--- src/shared/sssrw_pkg.sv ---
// Purpose: Shared constants for the supply supervisor digital core
// Assumes: 50 MHz system clock
// Notes:   Times kept in their own units, cycle counts derived from them
package sssrw_pkg;
  localparam int unsigned CLK_HZ          = 50_000_000;
  localparam int unsigned HOLD_MS         = 200;
  localparam int unsigned WDOG_MS         = 1600;
  localparam int unsigned HOLD_CYCLES     = CLK_HZ / 1000 * HOLD_MS;
  localparam int unsigned WDOG_CYCLES     = CLK_HZ / 1000 * WDOG_MS;
  localparam int unsigned CNT_W           = 27;
  localparam int unsigned SYNC_STAGES     = 2;
  localparam logic        SYNC_RST_VAL    = 1'b0;

  typedef enum logic [1:0]
  {
    SSSRW_ST_ASSERT = 2'b00,
    SSSRW_ST_HOLD   = 2'b01,
    SSSRW_ST_RUN    = 2'b10
  } sssrw_state_type;
endpackage : sssrw_pkg

--- src/core/sssrw_core.sv ---
// Purpose: Processor supervisor core: reset generation, watchdog, power-fail flag, RAM supply select
// Assumes: Analog comparators arrive as digital levels; manual reset pad has a pull-up
// Notes:   Reset-hold timer also serves as the power-on reset
//
// Operation
// Any reset trigger holds reset low 200ms
// Supply recovery waits full hold before release
// Brownout asserts reset, restarts hold timer
// Missing toggle within 1.6s triggers reset
// Watchdog cleared by reset or input edge
// Static kick input gives periodic resets
// Watchdog held cleared while reset asserted
// Watchdog cannot be disabled
// Manual reset low asserts, then 200ms hold
// Bouncing manual reset restarts hold each time
// Unconnected manual reset reads inactive high
// Power-fail flag low when sense below level
// Supply below switchover forces flag low
// Power-fail flag independent of reset logic
// Backup selected below switchover with backup above supply, or below 1.75V
// Return to main only above reset level
// Active-high reset is inverse of reset
// Backup mode ignores inputs, holds reset
// Comparators synchronised; intervals are cycle counts
`timescale 1ns/10ps
module sssrw_core
  import sssrw_pkg::*;
#(
  parameter int unsigned HOLD_COUNT = HOLD_CYCLES,
  parameter int unsigned WDOG_COUNT = WDOG_CYCLES
)
(
  input  wire logic sys_clk,
  input  wire logic sys_rst,
  input  wire logic supplyAboveReset,
  input  wire logic supplyAboveSwitch,
  input  wire logic supplyAboveMin,
  input  wire logic backupAboveSupply,
  input  wire logic powerfailSenseIn,
  input  wire logic watchdogKickIn,
  input  wire logic manualResetPadN,
  output logic      cpuResetN,
  output logic      cpuResetOdOe,
  output logic      powerfailFlagN,
  output logic      ramOnBackup
);

  localparam int unsigned NSYNC = 7;
  logic [NSYNC-1:0] rawIn;
  logic [NSYNC-1:0] syncIn;
  logic aboveRst;
  logic aboveSw;
  logic aboveMin;
  logic batHigh;
  logic pfSense;
  logic kick;
  logic manualN;

  // Open pad resolves high through the pull-up, so z reads inactive
  assign rawIn = {supplyAboveReset, supplyAboveSwitch, supplyAboveMin, backupAboveSupply,
                  powerfailSenseIn, watchdogKickIn, manualResetPadN};

  sssrw_sync #(
    .WIDTH (NSYNC)
  ) u_sync (
    .sys_clk (sys_clk),
    .sys_rst (sys_rst),
    .asyncIn (rawIn),
    .syncOut (syncIn)
  );

  assign {aboveRst, aboveSw, aboveMin, batHigh, pfSense, kick, manualN} = syncIn;

  sssrw_state_type  state_r;
  sssrw_state_type  state_nxt;
  logic             kickPrev_r;
  logic             kickPrev_nxt;
  logic             backup_r;
  logic             backup_nxt;
  logic             resetN_r;
  logic             resetN_nxt;
  logic             pfN_r;
  logic             pfN_nxt;
  logic             odOe_r;
  logic             odOe_nxt;
  logic             holdClear;
  logic             holdDone;
  logic             wdogClear;
  logic             wdogDone;
  logic             trigger;
  logic             kickEdge;

  assign kickEdge = kick ^ kickPrev_r;

  // Level causes that keep reset low; backup also masks the inputs
  assign trigger = !aboveRst || backup_r || (!manualN && !backup_r);

  sssrw_timer #(
    .LIMIT (HOLD_COUNT)
  ) u_hold (
    .sys_clk (sys_clk),
    .sys_rst (sys_rst),
    .clear   (holdClear),
    .run     (state_r == SSSRW_ST_HOLD),
    .expired (holdDone)
  );

  sssrw_timer #(
    .LIMIT (WDOG_COUNT)
  ) u_wdog (
    .sys_clk (sys_clk),
    .sys_rst (sys_rst),
    .clear   (wdogClear),
    .run     (state_r == SSSRW_ST_RUN),
    .expired (wdogDone)
  );

  always_comb
  begin
    state_nxt = state_r;
    holdClear = 1'b0;
    case (state_r)
      SSSRW_ST_ASSERT:
      begin
        holdClear = 1'b1;
        if (!trigger)
          state_nxt = SSSRW_ST_HOLD;
      end
      SSSRW_ST_HOLD:
      begin
        if (trigger)
        begin
          holdClear = 1'b1;
          state_nxt = SSSRW_ST_ASSERT;
        end
        else if (holdDone)
          state_nxt = SSSRW_ST_RUN;
      end
      SSSRW_ST_RUN:
      begin
        holdClear = 1'b1;
        if (trigger)
          state_nxt = SSSRW_ST_ASSERT;
        else if (wdogDone && !kickEdge)
          state_nxt = SSSRW_ST_HOLD;
      end
      default:
      begin
        holdClear = 1'b1;
        state_nxt = SSSRW_ST_ASSERT;
      end
    endcase
  end

  // Cleared throughout reset and by either kick edge; kept off state_nxt to avoid a loop through wdogDone
  assign wdogClear = (state_r != SSSRW_ST_RUN) || kickEdge;

  always_comb
  begin
    kickPrev_nxt = kick;
    resetN_nxt   = (state_nxt == SSSRW_ST_RUN);
    // Open drain: enable high drives the pin low, so drive while reset active
    odOe_nxt     = !resetN_nxt;
    // Recovery back to main supply only past the reset level
    backup_nxt   = backup_r;
    if (!aboveMin || (!aboveSw && batHigh))
      backup_nxt = 1'b1;
    else if (aboveRst)
      backup_nxt = 1'b0;
    // Flag has no path into the reset logic
    pfN_nxt      = aboveSw && pfSense;
  end

  always_ff @(posedge sys_clk)
  begin
    if (sys_rst)
    begin
      state_r    <= SSSRW_ST_ASSERT;
      kickPrev_r <= 1'b0;
      backup_r   <= 1'b0;
      resetN_r   <= 1'b0;
      pfN_r      <= 1'b0;
      odOe_r     <= 1'b1;
    end
    else
    begin
      state_r    <= state_nxt;
      kickPrev_r <= kickPrev_nxt;
      backup_r   <= backup_nxt;
      resetN_r   <= resetN_nxt;
      pfN_r      <= pfN_nxt;
      odOe_r     <= odOe_nxt;
    end
  end

  assign cpuResetN      = resetN_r;
  assign cpuResetOdOe   = odOe_r;
  assign powerfailFlagN = pfN_r;
  assign ramOnBackup    = backup_r;
endmodule : sssrw_core

--- src/core/sssrw_sync.sv ---
// Purpose: Two-flop synchroniser bank for comparator levels
// Assumes: Inputs are static levels between changes
// Notes:   First stage is read only by the second stage
`timescale 1ns/10ps
module sssrw_sync
  import sssrw_pkg::*;
#(
  parameter int unsigned WIDTH = 1
)
(
  input  wire logic             sys_clk,
  input  wire logic             sys_rst,
  input  wire logic [WIDTH-1:0] asyncIn,
  output logic      [WIDTH-1:0] syncOut
);
  logic [WIDTH-1:0] stage1_r;
  logic [WIDTH-1:0] stage1_nxt;
  logic [WIDTH-1:0] stage2_r;
  logic [WIDTH-1:0] stage2_nxt;

  always_comb
  begin
    stage1_nxt = asyncIn;
    stage2_nxt = stage1_r;
  end

  always_ff @(posedge sys_clk)
  begin
    if (sys_rst)
    begin
      stage1_r <= {WIDTH{SYNC_RST_VAL}};
      stage2_r <= {WIDTH{SYNC_RST_VAL}};
    end
    else
    begin
      stage1_r <= stage1_nxt;
      stage2_r <= stage2_nxt;
    end
  end

  assign syncOut = stage2_r;
endmodule : sssrw_sync

--- src/core/sssrw_timer.sv ---
// Purpose: Restartable interval counter
// Assumes: clear has priority over counting
// Notes:   expired is a level once the count reaches LIMIT - 1 and clear is low
`timescale 1ns/10ps
module sssrw_timer
  import sssrw_pkg::*;
#(
  parameter int unsigned LIMIT = HOLD_CYCLES
)
(
  input  wire logic sys_clk,
  input  wire logic sys_rst,
  input  wire logic clear,
  input  wire logic run,
  output logic      expired
);
  logic [CNT_W-1:0] count_r;
  logic [CNT_W-1:0] count_nxt;
  localparam logic [CNT_W-1:0] LIMIT_C = CNT_W'(LIMIT - 1);

  always_comb
  begin
    count_nxt = count_r;
    if (clear)
      count_nxt = '0;
    else if (run && count_r != LIMIT_C)
      count_nxt = count_r + 1'b1;
  end

  always_ff @(posedge sys_clk)
  begin
    if (sys_rst)
      count_r <= '0;
    else
      count_r <= count_nxt;
  end

  assign expired = (count_r == LIMIT_C) && !clear;
endmodule : sssrw_timer

--- config.mk ---
export PLATFORM = sky130hd
export DESIGN_NAME = sssrw_core
export DESIGN_NICKNAME = d
export VERILOG_FILES = /design/src/shared/sssrw_pkg.sv /design/src/core/sssrw_core.sv /design/src/core/sssrw_sync.sv /design/src/core/sssrw_timer.sv
export SDC_FILE = /design/constraint.sdc
export NUM_CORES = 1
export LEC_CHECK = 0
export ABC_AREA = 0
export BUFFER_PORTS_ARGS = -buffer_cell sky130_fd_sc_hd__buf_2
export CAP_MARGIN = 10
export CORE_ASPECT_RATIO = 1.25
export CORE_UTILIZATION = 55
export DETAILED_ROUTE_END_ITERATION = 6
export HOLD_SLACK_MARGIN = 0.05
export PLACE_DENSITY = 0.78
export SYNTH_ARGS = -nofsm -noshare
export SYNTH_HDL_FRONTEND = slang
export SYNTH_SLANG_ARGS = --single-unit
--- constraint.sdc ---
create_clock -name sys_clk -period 1.8 [get_ports sys_clk]
set_input_delay 0.09 -clock sys_clk [delete_from_list [all_inputs] [get_ports sys_clk]]
set_output_delay 0.09 -clock sys_clk [all_outputs]
set_load 0.05 [all_outputs]
* Word-level counts from Yosys, hierarchy flattened
Index checks and enable logic that the tools add are counted.
W data, S select, Z words.
** Operators by class
- $add $sub $neg :: 2
- Equality and inequality tests :: 8
- Mux-type cells :: 10
- Bitwise operators :: 1
- Reduce and logical (&&, ||, !) cells :: 25
** Operator list (count)
- $add A27 B1 Y27 const B :: 2
- $eq A27 B24 Y1 const B :: 1
- $eq A27 B27 Y1 const B :: 1
- $ne A27 B24 Y1 const B :: 1
- $ne A27 B27 Y1 const B :: 1
- $mux W2 :: 5
- $logic_not A1 Y1 :: 9
- $logic_and A1 B1 Y1 :: 8
- $pmux W2 S3 :: 1
- $eq A2 B2 Y1 const B :: 2
- $logic_or A1 B1 Y1 :: 4
- $mux W1 :: 4
- $reduce_or A2 Y1 :: 2
- $eq A2 B1 Y1 const B :: 1
- $logic_not A2 Y1 :: 1
- $ne A2 B2 Y1 const B :: 1
- $reduce_bool A2 Y1 :: 1
- $xor A1 B1 Y1 :: 1
** Storage, ports and cells
- Register bits :: 75
- Output and inout port bits :: 4
- Logic and storage cells :: 56

* Depth between registers and ports, before layout
Gate-level depths: netlist of the first run.
- Word-level depth :: 12
- Mapped depth :: 7
- Gate-level depth less buffers :: 6

* Hierarchy
A second synthesis of the first run with hierarchy kept.
** Second synthesis, totals
- Cell total of the unflattened synthesis :: 375
- Area total of the unflattened synthesis :: 3418.3 µm²
** By module, submodules not included
- sssrw_timer at u_wdog :: instances 1, cells an instance 163, area each 1402.6 µm², seq. area each 540.5 µm²
- sssrw_timer at u_hold :: instances 1, cells an instance 150, area each 1295.0 µm², seq. area each 540.5 µm²
- sssrw_sync :: instances 1, cells an instance 29, area each 407.9 µm², seq. area each 280.3 µm²
- sssrw_core :: instances 1, cells an instance 33, area each 312.8 µm², seq. area each 140.1 µm²

* Worst setup path after synthesis of the first run
Ideal clock, no wire load.
- Kind :: flip-flop to flip-flop
- Start point :: reg u_hold.count_r[0]
- End point :: reg state_r[0]
- Setup time :: 119 ps
- Arrival time :: 1688 ps
- Data required time :: 1681 ps
- Slack :: -8 ps
- Cell stages (with the launch flop) :: 8
- Buffers on the path :: 1
- Period minus slack after synthesis :: 1808 ps
- Path through :: dfxtp_1 ha_1 and4_1 buf_2 nand4_2 nor4_4 a211oi_1 o21bai_1
** On the way
- Word-level cells in the longest chain between the ends :: 5
** RTL lines
- start: declaration :: RTL line sssrw_timer.sv:17 : logic [CNT_W-1:0] count_r;
- start signal: assignment :: RTL line sssrw_timer.sv:35 : count_r <= count_nxt;
- $eq A27 B24 Y1 :: RTL line sssrw_timer.sv:38 : assign expired = (count_r == LIMIT_C) && !clear;
- $logic_and A1 B1 Y1 :: RTL line sssrw_timer.sv:38
- $mux W2 :: RTL line sssrw_core.sv:136 : else if (holdDone)
- $mux W2 :: RTL line sssrw_core.sv:131 : if (trigger)
- $pmux W2 S3 :: RTL line sssrw_core.sv:122 : case (state_r)
- end signal: assignment :: RTL line sssrw_core.sv:187 : state_r <= state_nxt;
- end: declaration :: RTL line sssrw_core.sv:74 : sssrw_state_type state_r;
No other way between the ends.
A chain may end at the register's enable or synchronous reset.

* Worst setup path in the final report of the first run
- Start point :: reg u_hold.count_r[11]
- End point :: reg u_hold.count_r[8]
** On the way
- Word-level cells in the longest chain between the ends :: 2
** RTL lines
- $ne A27 B24 Y1 :: RTL line sssrw_timer.sv:26 : else if (run && count_r != LIMIT_C)
- $logic_and A1 B1 Y1 :: RTL line sssrw_timer.sv:26
No other way between the ends.

==> results.cfg, run 1 <==
[route]
drt_pass1_iterations = 4
drc = 0
wl_per_cell_um = 14.90
totalWireLength_um = 7809
drt_iter0_drc = 184
viasPerCell = 5.708
vias = 2991
antenna_left = 0

[critical_path]
cp-end-kind = flop
arrival_ps = 1990
r2r_end = u_hold.count_r[8]
critPathLaunchType = flop
critical_path_required_ps = 2030
cp_max_fo = 7
crit_type = reg -> reg
ff2ff_setup_slack_ps = 40
reg2reg_depth = 7
r2r-start = u_hold.count_r[11]

[synth]
synthCells = 371
synth_top_area_share_pct = 44.10
synth.area.top_cells = dfxtp_1 44%, xor2_1 6.7%, nor2_1 4.5%, nor2b_1 2.9%, or3_1 2.8%
ys.flop_type = dfxtp_1
synth_nets = 382
yosys_warnings = 0
synth_edf_count = 0
synth_area_mm2 = 0.003405
yosysMostFrequentCell = dfxtp_1
yosys-top-cells-count = 75 x dfxtp_1, 41 x nor2_1, 26 x xor2_1, 23 x nand2_1, 18 x nand3_1
yosysTopAreaCell = dfxtp_1
synthArstFlopShare_pct = 0
synth_cell_types = 52
synth_seq_cells = 75
synth.avg_cell_area_um2 = 9.177
seq_area_frac_synth_pct = 44.10

[hold_path]
min_path_cells = 3
hold_class = in -> reg
min_from = sys_rst
min_to = u_sync.syncOut[0]

[sta]
tightest_slew_ps = 435.1
clock_skew_ps = 7.783
fin_ws_ps = 36.65
finalCriticalPeriod_ps = 1763
period_share_pct = 97.96
max_freq_mhz = 567.1
rsz0062_at_grt = yes
hold_viol = 0
setup_viol = 0
whs_ps = 145.0
slew_headroom_pct = 70.73
drv_slew = 0

[clock_tree]
cts.clk_slew.worst_paths_ps = 80
clock_sinks = 75
cts_tree = yes
htreeDepth = 3
cts_root_buffer = clkbuf_8
clock_latency_ps = 350
clock_path_buffers = 2
cts-buffers-inserted = 9

[flow_run]
drv_cap = 0

[finish]
nFillCells = 431
nNetsFinal = 449
seqCellArea_mm2 = 0.001516
n_antenna_cell = 0
syn_to_final_growth_pct = 26.42
utilization_pct = 73.01
drive_gt1_share_pct = 27.15
multi_input_area_mm2 = 0.001938
fin_area_mm2 = 0.004304

[grt]
grt_pass1_wl_um = 12820
overflow = 0
track_usage_pct = 24.88
grt_pass1_vias = 2889
antenna_found_initial = 0
grt_start_max_net_pins = 27

[placement]
io_buffer_count = 12
dpl_cell_area_mm2 = 0.003829
hpwl_um = 5038
place_congestion = 0.8160
dp_slack_ps = -22.72

[floorplanning]
die_w_um = 72.37
die-area_mm2 = 0.006511
start_util_pct = 57.75
fp.dieH_um = 89.97
io_pins = 13
rows = 31
core_area_mm2 = 0.005896

[power]
cellPowerDensity_mw_per_mm2 = 727.4
ir_worst_vdd_mv = 0.6773
report.power.total_mw = 3.131
p_leak_nw = 1.499

[status]
status = finished, final reports clean
==> cells in the final DEF, fill, tap and decap left out, types with 6 or more instances in the layout <==
cell / netlist / final
nand4_1: 13 / 13
nand3_1: 18 / 18
and4_1: 8 / 6
nor4_1: 10 / 7
dlygate4sd3_1: 0 / 7
buf_2: 2 / 12
xnor2_1: 9 / 9
a21oi_1: 15 / 14
dfxtp_1: 75 / 63
o21ai_1: 6 / 7
or3_1: 15 / 14
buf_4: 0 / 46
nand2_1: 23 / 22
o21ai_0: 8 / 7
clkbuf_8: 0 / 9
nor2b_1: 16 / 16
nor2_1: 41 / 41
xor2_1: 26 / 26
inv_1: 7 / 7
dfxtp_2: 0 / 12
==> sequential cells by signal, indices dropped and copies added (netlist names) <==
register and count:
u_hold.count_r 27, u_wdog.count_r 27, u_sync.stage1_r 7, u_sync.syncOut 7, state_r 2, cpuResetN 1, cpuResetOdOe 1, kickPrev_r 1
powerfailFlagN 1, ramOnBackup 1
==> through the flow <==
stage | instances | setup TNS (ps)
final | 524 | 0
after global routing | 524 | -603.5
after CTS | 520 | 0
after detailed placement | 494 | -50.30
after global placement | 494 | 0
after floorplan | 371 | 0
==> timing repair <==
| item | in CTS | in global routing |
|---|---|---|
| setup endpoints to repair | 7 | 38 |
| buffers inserted | 4 | 4 |
| pin swaps | 1 | 8 |
| endpoints found under the hold margin | 7 | 0 |
| resized for setup | 8 | 29 |
| hold buffers | 7 | 0 |
| gates cloned | 0 | 0 |
==> worst max-delay path, stage by stage, from the launching register on <==
cell and delay (ps):
dfxtp_1 320, buf_4 150, nor4_1 390, nand4_1 140
buf_4 190, o2111ai_1 220, xor2_1 170, nor2_1 50
==> how the worst max path moves through the flow <==
stage	end	start
2_1_floorplan	cpuResetN	u_wdog.count_r[0]
3_3_place_gp	u_wdog.count_r[10]	u_wdog.count_r[0]
3_5_place_dp	u_wdog.count_r[10]	u_wdog.count_r[0]
4_1_cts	u_wdog.count_r[26]	u_wdog.count_r[14]
5_1_grt	u_hold.count_r[8]	u_hold.count_r[11]
6_report	u_hold.count_r[8]	u_hold.count_r[11]
==> power by group <==
part           total, mW  internal [mW]  switching (mW)  leakage (nW)
Sequential          1.68           1.67         0.00572         0.614
Clock               1.40          0.777           0.622         0.106
Combinational     0.0515         0.0298          0.0216         0.780
Total               3.13           2.48           0.650          1.50
==> layer usage <==
metal	track usage, %	share of wire [%]	up-vias	wire (um)
met5	0	0	-	0
met4	12.25	3.8	0	293
met3	4.709	3.0	27	236
met2	44.70	53	61	4169
met1	27.16	40	1424	3110
li1	-	-	1479	-
==> area by class of cell <==
type	count	area share [%]
Clock inverter	6	2.093
Inverter	7	0.6105
Timing Repair Buffer	67	11.77
Multi-Input combinational cell	278	45.03
Tap cell	82	2.384
Clock buffer	9	2.878
Sequential cell	75	35.23
==> cells by family (layout without fill, tap and decap cells) <==
| group | count (synthesis) | after routing | share of synthesized area [%] |
|---|---|---|---|
| and+or+nand+nor | 191 | 191 | 33.70 |
| DFF | 75 | 75 | 44.10 |
| AOI/OAI and AO/OA | 47 | 47 | 9.298 |
| xor gates and xnor gates | 35 | 35 | 9.004 |
| buffers and inverters | 18 | 89 | 2.279 |
| muxes | 3 | 3 | 0.8821 |
| adders and majority gates | 2 | 2 | 0.7349 |
Note: power is estimated with default switching activity, not from simulation.
==> inputs of run 2 (changes only) <==
Settings changed: PLACE_DENSITY 0.78 to 0.75.
==> run 2 against run 1 <==
  * Routed wire length up 9.2%
  * Combinational power up 6.6%
  * Critical path depth down 1
  * Via count up 3.9%
  * Flip-flop and latch count unchanged
  * Final area up 2.8%
  * Largest cell class unchanged
==> results.cfg, run 2 (synthesis results as in run 1) <==
[finish]
drive_gt1_share_pct = 29.32
final_cell_mix = 62 x dfxtp_1, 59 x buf_4, 41 x nor2_1
nNetsFinal = 463
top_regs = u_hold.count_r (27), u_wdog.count_r (27)
n_antenna_cell = 0
syn_to_final_growth_pct = 29.95
final_common_cell = dfxtp_1
fin_cells = 539

[placement]
dpl.cell_count = 503
io_buffer_count = 12
hpwl_um = 5285
place_congestion = 0.8644

[critical_path]
crit_path_end = u_wdog.count_r[0]
r2r-start = u_wdog.count_r[22]
reg2reg_depth = 6
cp_max_fo = 13
cp-end-kind = flop
critPathLaunchType = flop
r2r_end = u_wdog.count_r[0]
arrival_ps = 2000
ff2ff_setup_slack_ps = 30
crit_path_start = u_wdog.count_r[22]
critical_path_required_ps = 2030
crit_type = reg -> reg

[route]
vias = 3109
drt-met1-wl_um = 3387
totalWireLength_um = 8527
antenna_left = 0
dr_wl_met2_um = 4635
maxUsedRoutingLayer = met4
drc = 0
drt_iter0_drc = 158
wl_met3_um = 311
viasPerCell = 5.768
drt_pass1_iterations = 4
wl_per_cell_um = 15.82

[grt]
grt_start_max_net_pins = 27
grt_pass1_wl_um = 13320
track_usage_pct = 25.75
grt_pass1_vias = 3018
overflow = 0
antenna_found_initial = 0

[clock_tree]
clock_sinks = 75
cts.clk_slew.worst_paths_ps = 90
clock_latency_ps = 350
cts-buffers-inserted = 9
cts_root_buffer = clkbuf_8
cts_tree = yes
clock_path_buffers = 2
htreeDepth = 3

[floorplanning]
start_util_pct = 57.75
rows = 31
fp.dieH_um = 89.97
die-area_mm2 = 0.006511
core_area_mm2 = 0.005896
die_w_um = 72.37
io_pins = 13

[sta]
drv_slew = 0
clock_skew_ps = 9.773
setup_viol = 0
slew_headroom_pct = 74.24
rsz0062_at_grt = yes
max_freq_mhz = 564.7
period_share_pct = 98.38
hold_viol = 0
tightest_slew_ps = 382.8
whs_ps = 441.0
finalCriticalPeriod_ps = 1771

[hold_path]
hold_class = reg -> reg
min_path_cells = 1

[status]
status = finished, final reports clean

[power]
ir_worst_vdd_mv = 0.5728
cellPowerDensity_mw_per_mm2 = 696.2
p_leak_nw = 1.591
report.power.total_mw = 3.080

[flow_run]
drv_cap = 0
## run 2: worst min path at each step
stage	startpoint	endpoint	slack, ps
after global placement	watchdogKickIn	u_sync.stage1_r[1]	300
after global routing	u_sync.syncOut[4]	ramOnBackup	440
final	u_sync.syncOut[4]	ramOnBackup	440
after detailed placement	supplyAboveSwitch	u_sync.stage1_r[5]	300
after floorplan	manualResetPadN	u_sync.stage1_r[0]	220
after CTS	u_sync.syncOut[2]	powerfailFlagN	440
## run 2: layer usage
layer  global-route usage, %  vias up
met4                   9.477        0
met3                   5.269       17
met5                       0        -
met1                   28.66     1505
li1                        -     1507
met2                   46.88       80
## run 2: layout make-up
class,count,area [um2]
multi-input cells,278,1968
flip-flops and latches,75,1518
fillers,403,1471
repair buffers,81,605.6
clock buffers,9,123.9
well taps,82,102.6
clock inverters,7,80.08
inverters,7,26.28
## run 2: timing repair
item	in CTS	in global routing
gates cloned	0	0
pin swaps	1	6
endpoints found under the hold margin	9	0
resized for setup	5	36
setup buffers	3	9
hold buffers	8	0
endpoints found under the setup margin	15	40
## run 2: metrics by stage
stage          cell area [um2]  setup TNS [ps]  utilization, %  worst slack (ps)
3_5_place_dp              3884          -320.3           65.87            -76.90
4_1_cts                   4219          -17.84           71.56            -17.84
2_1_floorplan             3405               0               -             51.88
3_3_place_gp              3884          -189.3           65.87            -73.02
6_report                  4424               0           75.04             29.16
5_1_grt                   4424          -323.6           75.04            -53.23
## run 2: worst max-delay path, stage by stage, from the launching register on
cell     delay [ps]
dfxtp_1         450
nand2_1         100
or4_4           460
o31ai_4         240
buf_6           180
xor2_1          160
nor2_1           50
## run 2: power breakdown
| part | internal, mW | leakage, nW | switching [mW] |
|---|---|---|---|
| combinational | 0.0313 | 0.880 | 0.0236 |
| sequential | 1.67 | 0.614 | 0.00700 |
| clock | 0.659 | 0.0973 | 0.685 |
==> inputs of run 3 (changes only) <==
Settings changed: RECOVER_POWER set to 50.
==> run 3 against run 2 <==
  * Critical path depth up 1
  * Die area did not move
  * Count of clock-buffer cells in the layout unchanged
  * Highest routed layer unchanged
  * Clock power about the same
  * Non-clock buffer count stayed put
  * First-iteration DRC count down 10%
  * Sequential power barely moved
==> results.cfg, run 3 (synthesis results as in run 1) <==
[finish]
nFillCells = 409
drive_gt1_share_pct = 28.01
final_common_cell = dfxtp_1
n_antenna_cell = 0
nNetsFinal = 463
fin_area_mm2 = 0.004412
syn_to_final_growth_pct = 29.58
final_cell_mix = 62 x dfxtp_1, 57 x buf_4, 41 x nor2_1
top_regs = u_hold.count_r (27), u_wdog.count_r (27)
multi_input_area_mm2 = 0.001968
seqCellArea_mm2 = 0.001518

[route]
totalWireLength_um = 8514
wl_per_cell_um = 15.80
drt_iter0_drc = 142
viasPerCell = 5.737
drc = 0
vias = 3092
antenna_left = 0
drt_pass1_iterations = 4

[flow_run]
drv_cap = 0

[floorplanning]
fp.dieH_um = 89.97
core_area_mm2 = 0.005896
die-area_mm2 = 0.006511
die_w_um = 72.37
rows = 31
start_util_pct = 57.75
io_pins = 13

[sta]
rsz0062_at_grt = yes
drv_slew = 0
tightest_slew_ps = 608.1
hold_viol = 0
finalCriticalPeriod_ps = 1779
clock_skew_ps = 10.70
setup_viol = 0
period_share_pct = 98.83
fin_ws_ps = 21.05
max_freq_mhz = 562.1
setup_tns_ps = 0
slew_headroom_pct = 59.64

[clock_tree]
cts.clk_slew.worst_paths_ps = 90
htreeDepth = 3
clock_latency_ps = 360
clock_path_buffers = 2
clock_sinks = 75
cts_root_buffer = clkbuf_8
cts_tree = yes
cts-buffers-inserted = 9

[placement]
io_buffer_count = 12
dpl_cell_area_mm2 = 0.003884
hpwl_um = 5285
place_congestion = 0.8644
dp_slack_ps = -76.90

[hold_path]
hold_class = reg -> reg

[power]
p_leak_nw = 1.572
report.power.total_mw = 3.085
cellPowerDensity_mw_per_mm2 = 699.4
ir_worst_vdd_mv = 0.5737

[status]
status = finished, final reports clean

[critical_path]
crit_path_top_delay_cell = dfxtp_1
cp_cell_sequence = and4_1 > buf_4 > nand4_1 > buf_4 > nor4_4 > xnor2_1 > nor2_1
cpPeakStageDelay_ps = 360
critPathLaunchType = flop
crit_type = reg -> reg
arrival_ps = 2020
path_common_cell = buf_4
critical_path_required_ps = 2040
cp_max_fo = 4
cp-end-kind = flop

[grt]
grt_start_max_net_pins = 27
grt_pass1_vias = 3018
antenna_found_initial = 0
grt_pass1_wl_um = 13320
overflow = 0
track_usage_pct = 25.75
## run 3: changes by cell type in the layout (fill, tap and decap cells not counted), sizes merged
cell    previous run  this run
buf               73        66
clkbuf             9        16
## run 3: final timing paths
kind / start / to / slack (ps) / depth (start not counted)
worst min register to register: u_sync.syncOut[4] / ramOnBackup / 450 / 1
worst max-delay path: u_wdog.count_r[7] / u_wdog.count_r[26] / 20 / 7
worst min-delay path: u_sync.syncOut[4] / ramOnBackup / 450 / 1
worst max register to register: u_wdog.count_r[7] / u_wdog.count_r[26] / 20 / 7
## run 3: per-layer routing
| layer | GRT usage [%] | vias up | wire length, um |
|---|---|---|---|
| met5 | 0 | - | 0 |
| met2 | 46.88 | 77 | 4610 |
| met4 | 9.477 | 0 | 191 |
| met3 | 5.269 | 17 | 309 |
| li1 | - | 1508 | - |
| met1 | 28.66 | 1490 | 3403 |
## run 3: final cells by class
cell class | instances | area share, %
Multi-Input combinational cell | 278 | 44.61
Sequential cell | 75 | 34.40
Inverter | 7 | 0.5956
Clock inverter | 7 | 1.815
Tap cell | 82 | 2.326
Clock buffer | 9 | 2.808
Timing Repair Buffer | 81 | 13.44
## run 3: metrics by stage
step           hold slack, ps  cells  utilization, %
6_report                448.1    539           74.83
5_1_grt                 449.8    539           74.83
4_1_cts                 436.7    530           71.56
3_5_place_dp            303.8    503           65.87
3_3_place_gp            299.6    503           65.87
2_1_floorplan           218.2    371               -
## run 3: timing repair
| action | 4_1_cts | 5_1_grt |
|---|---|---|
| hold buffers | 8 | 0 |
| pin swaps | 1 | 6 |
| setup endpoints to repair | 15 | 40 |
| setup buffers | 3 | 9 |
| endpoints found under the hold margin | 9 | 0 |
| gates resized for setup | 5 | 36 |
## run 3: power by group
part	total [mW]	switching [mW]	internal (mW)
sequential	1.68	0.00701	1.67
clock	1.35	0.692	0.659
combinational	0.0531	0.0236	0.0295
## run 3: worst max-delay path, delay by kind of cell (launching register included)
family	cells	cell delay, ps
and+or+nand+nor	4	770
xor gates and xnor gates	1	150
DFF	1	360
buffers and inverters	2	370
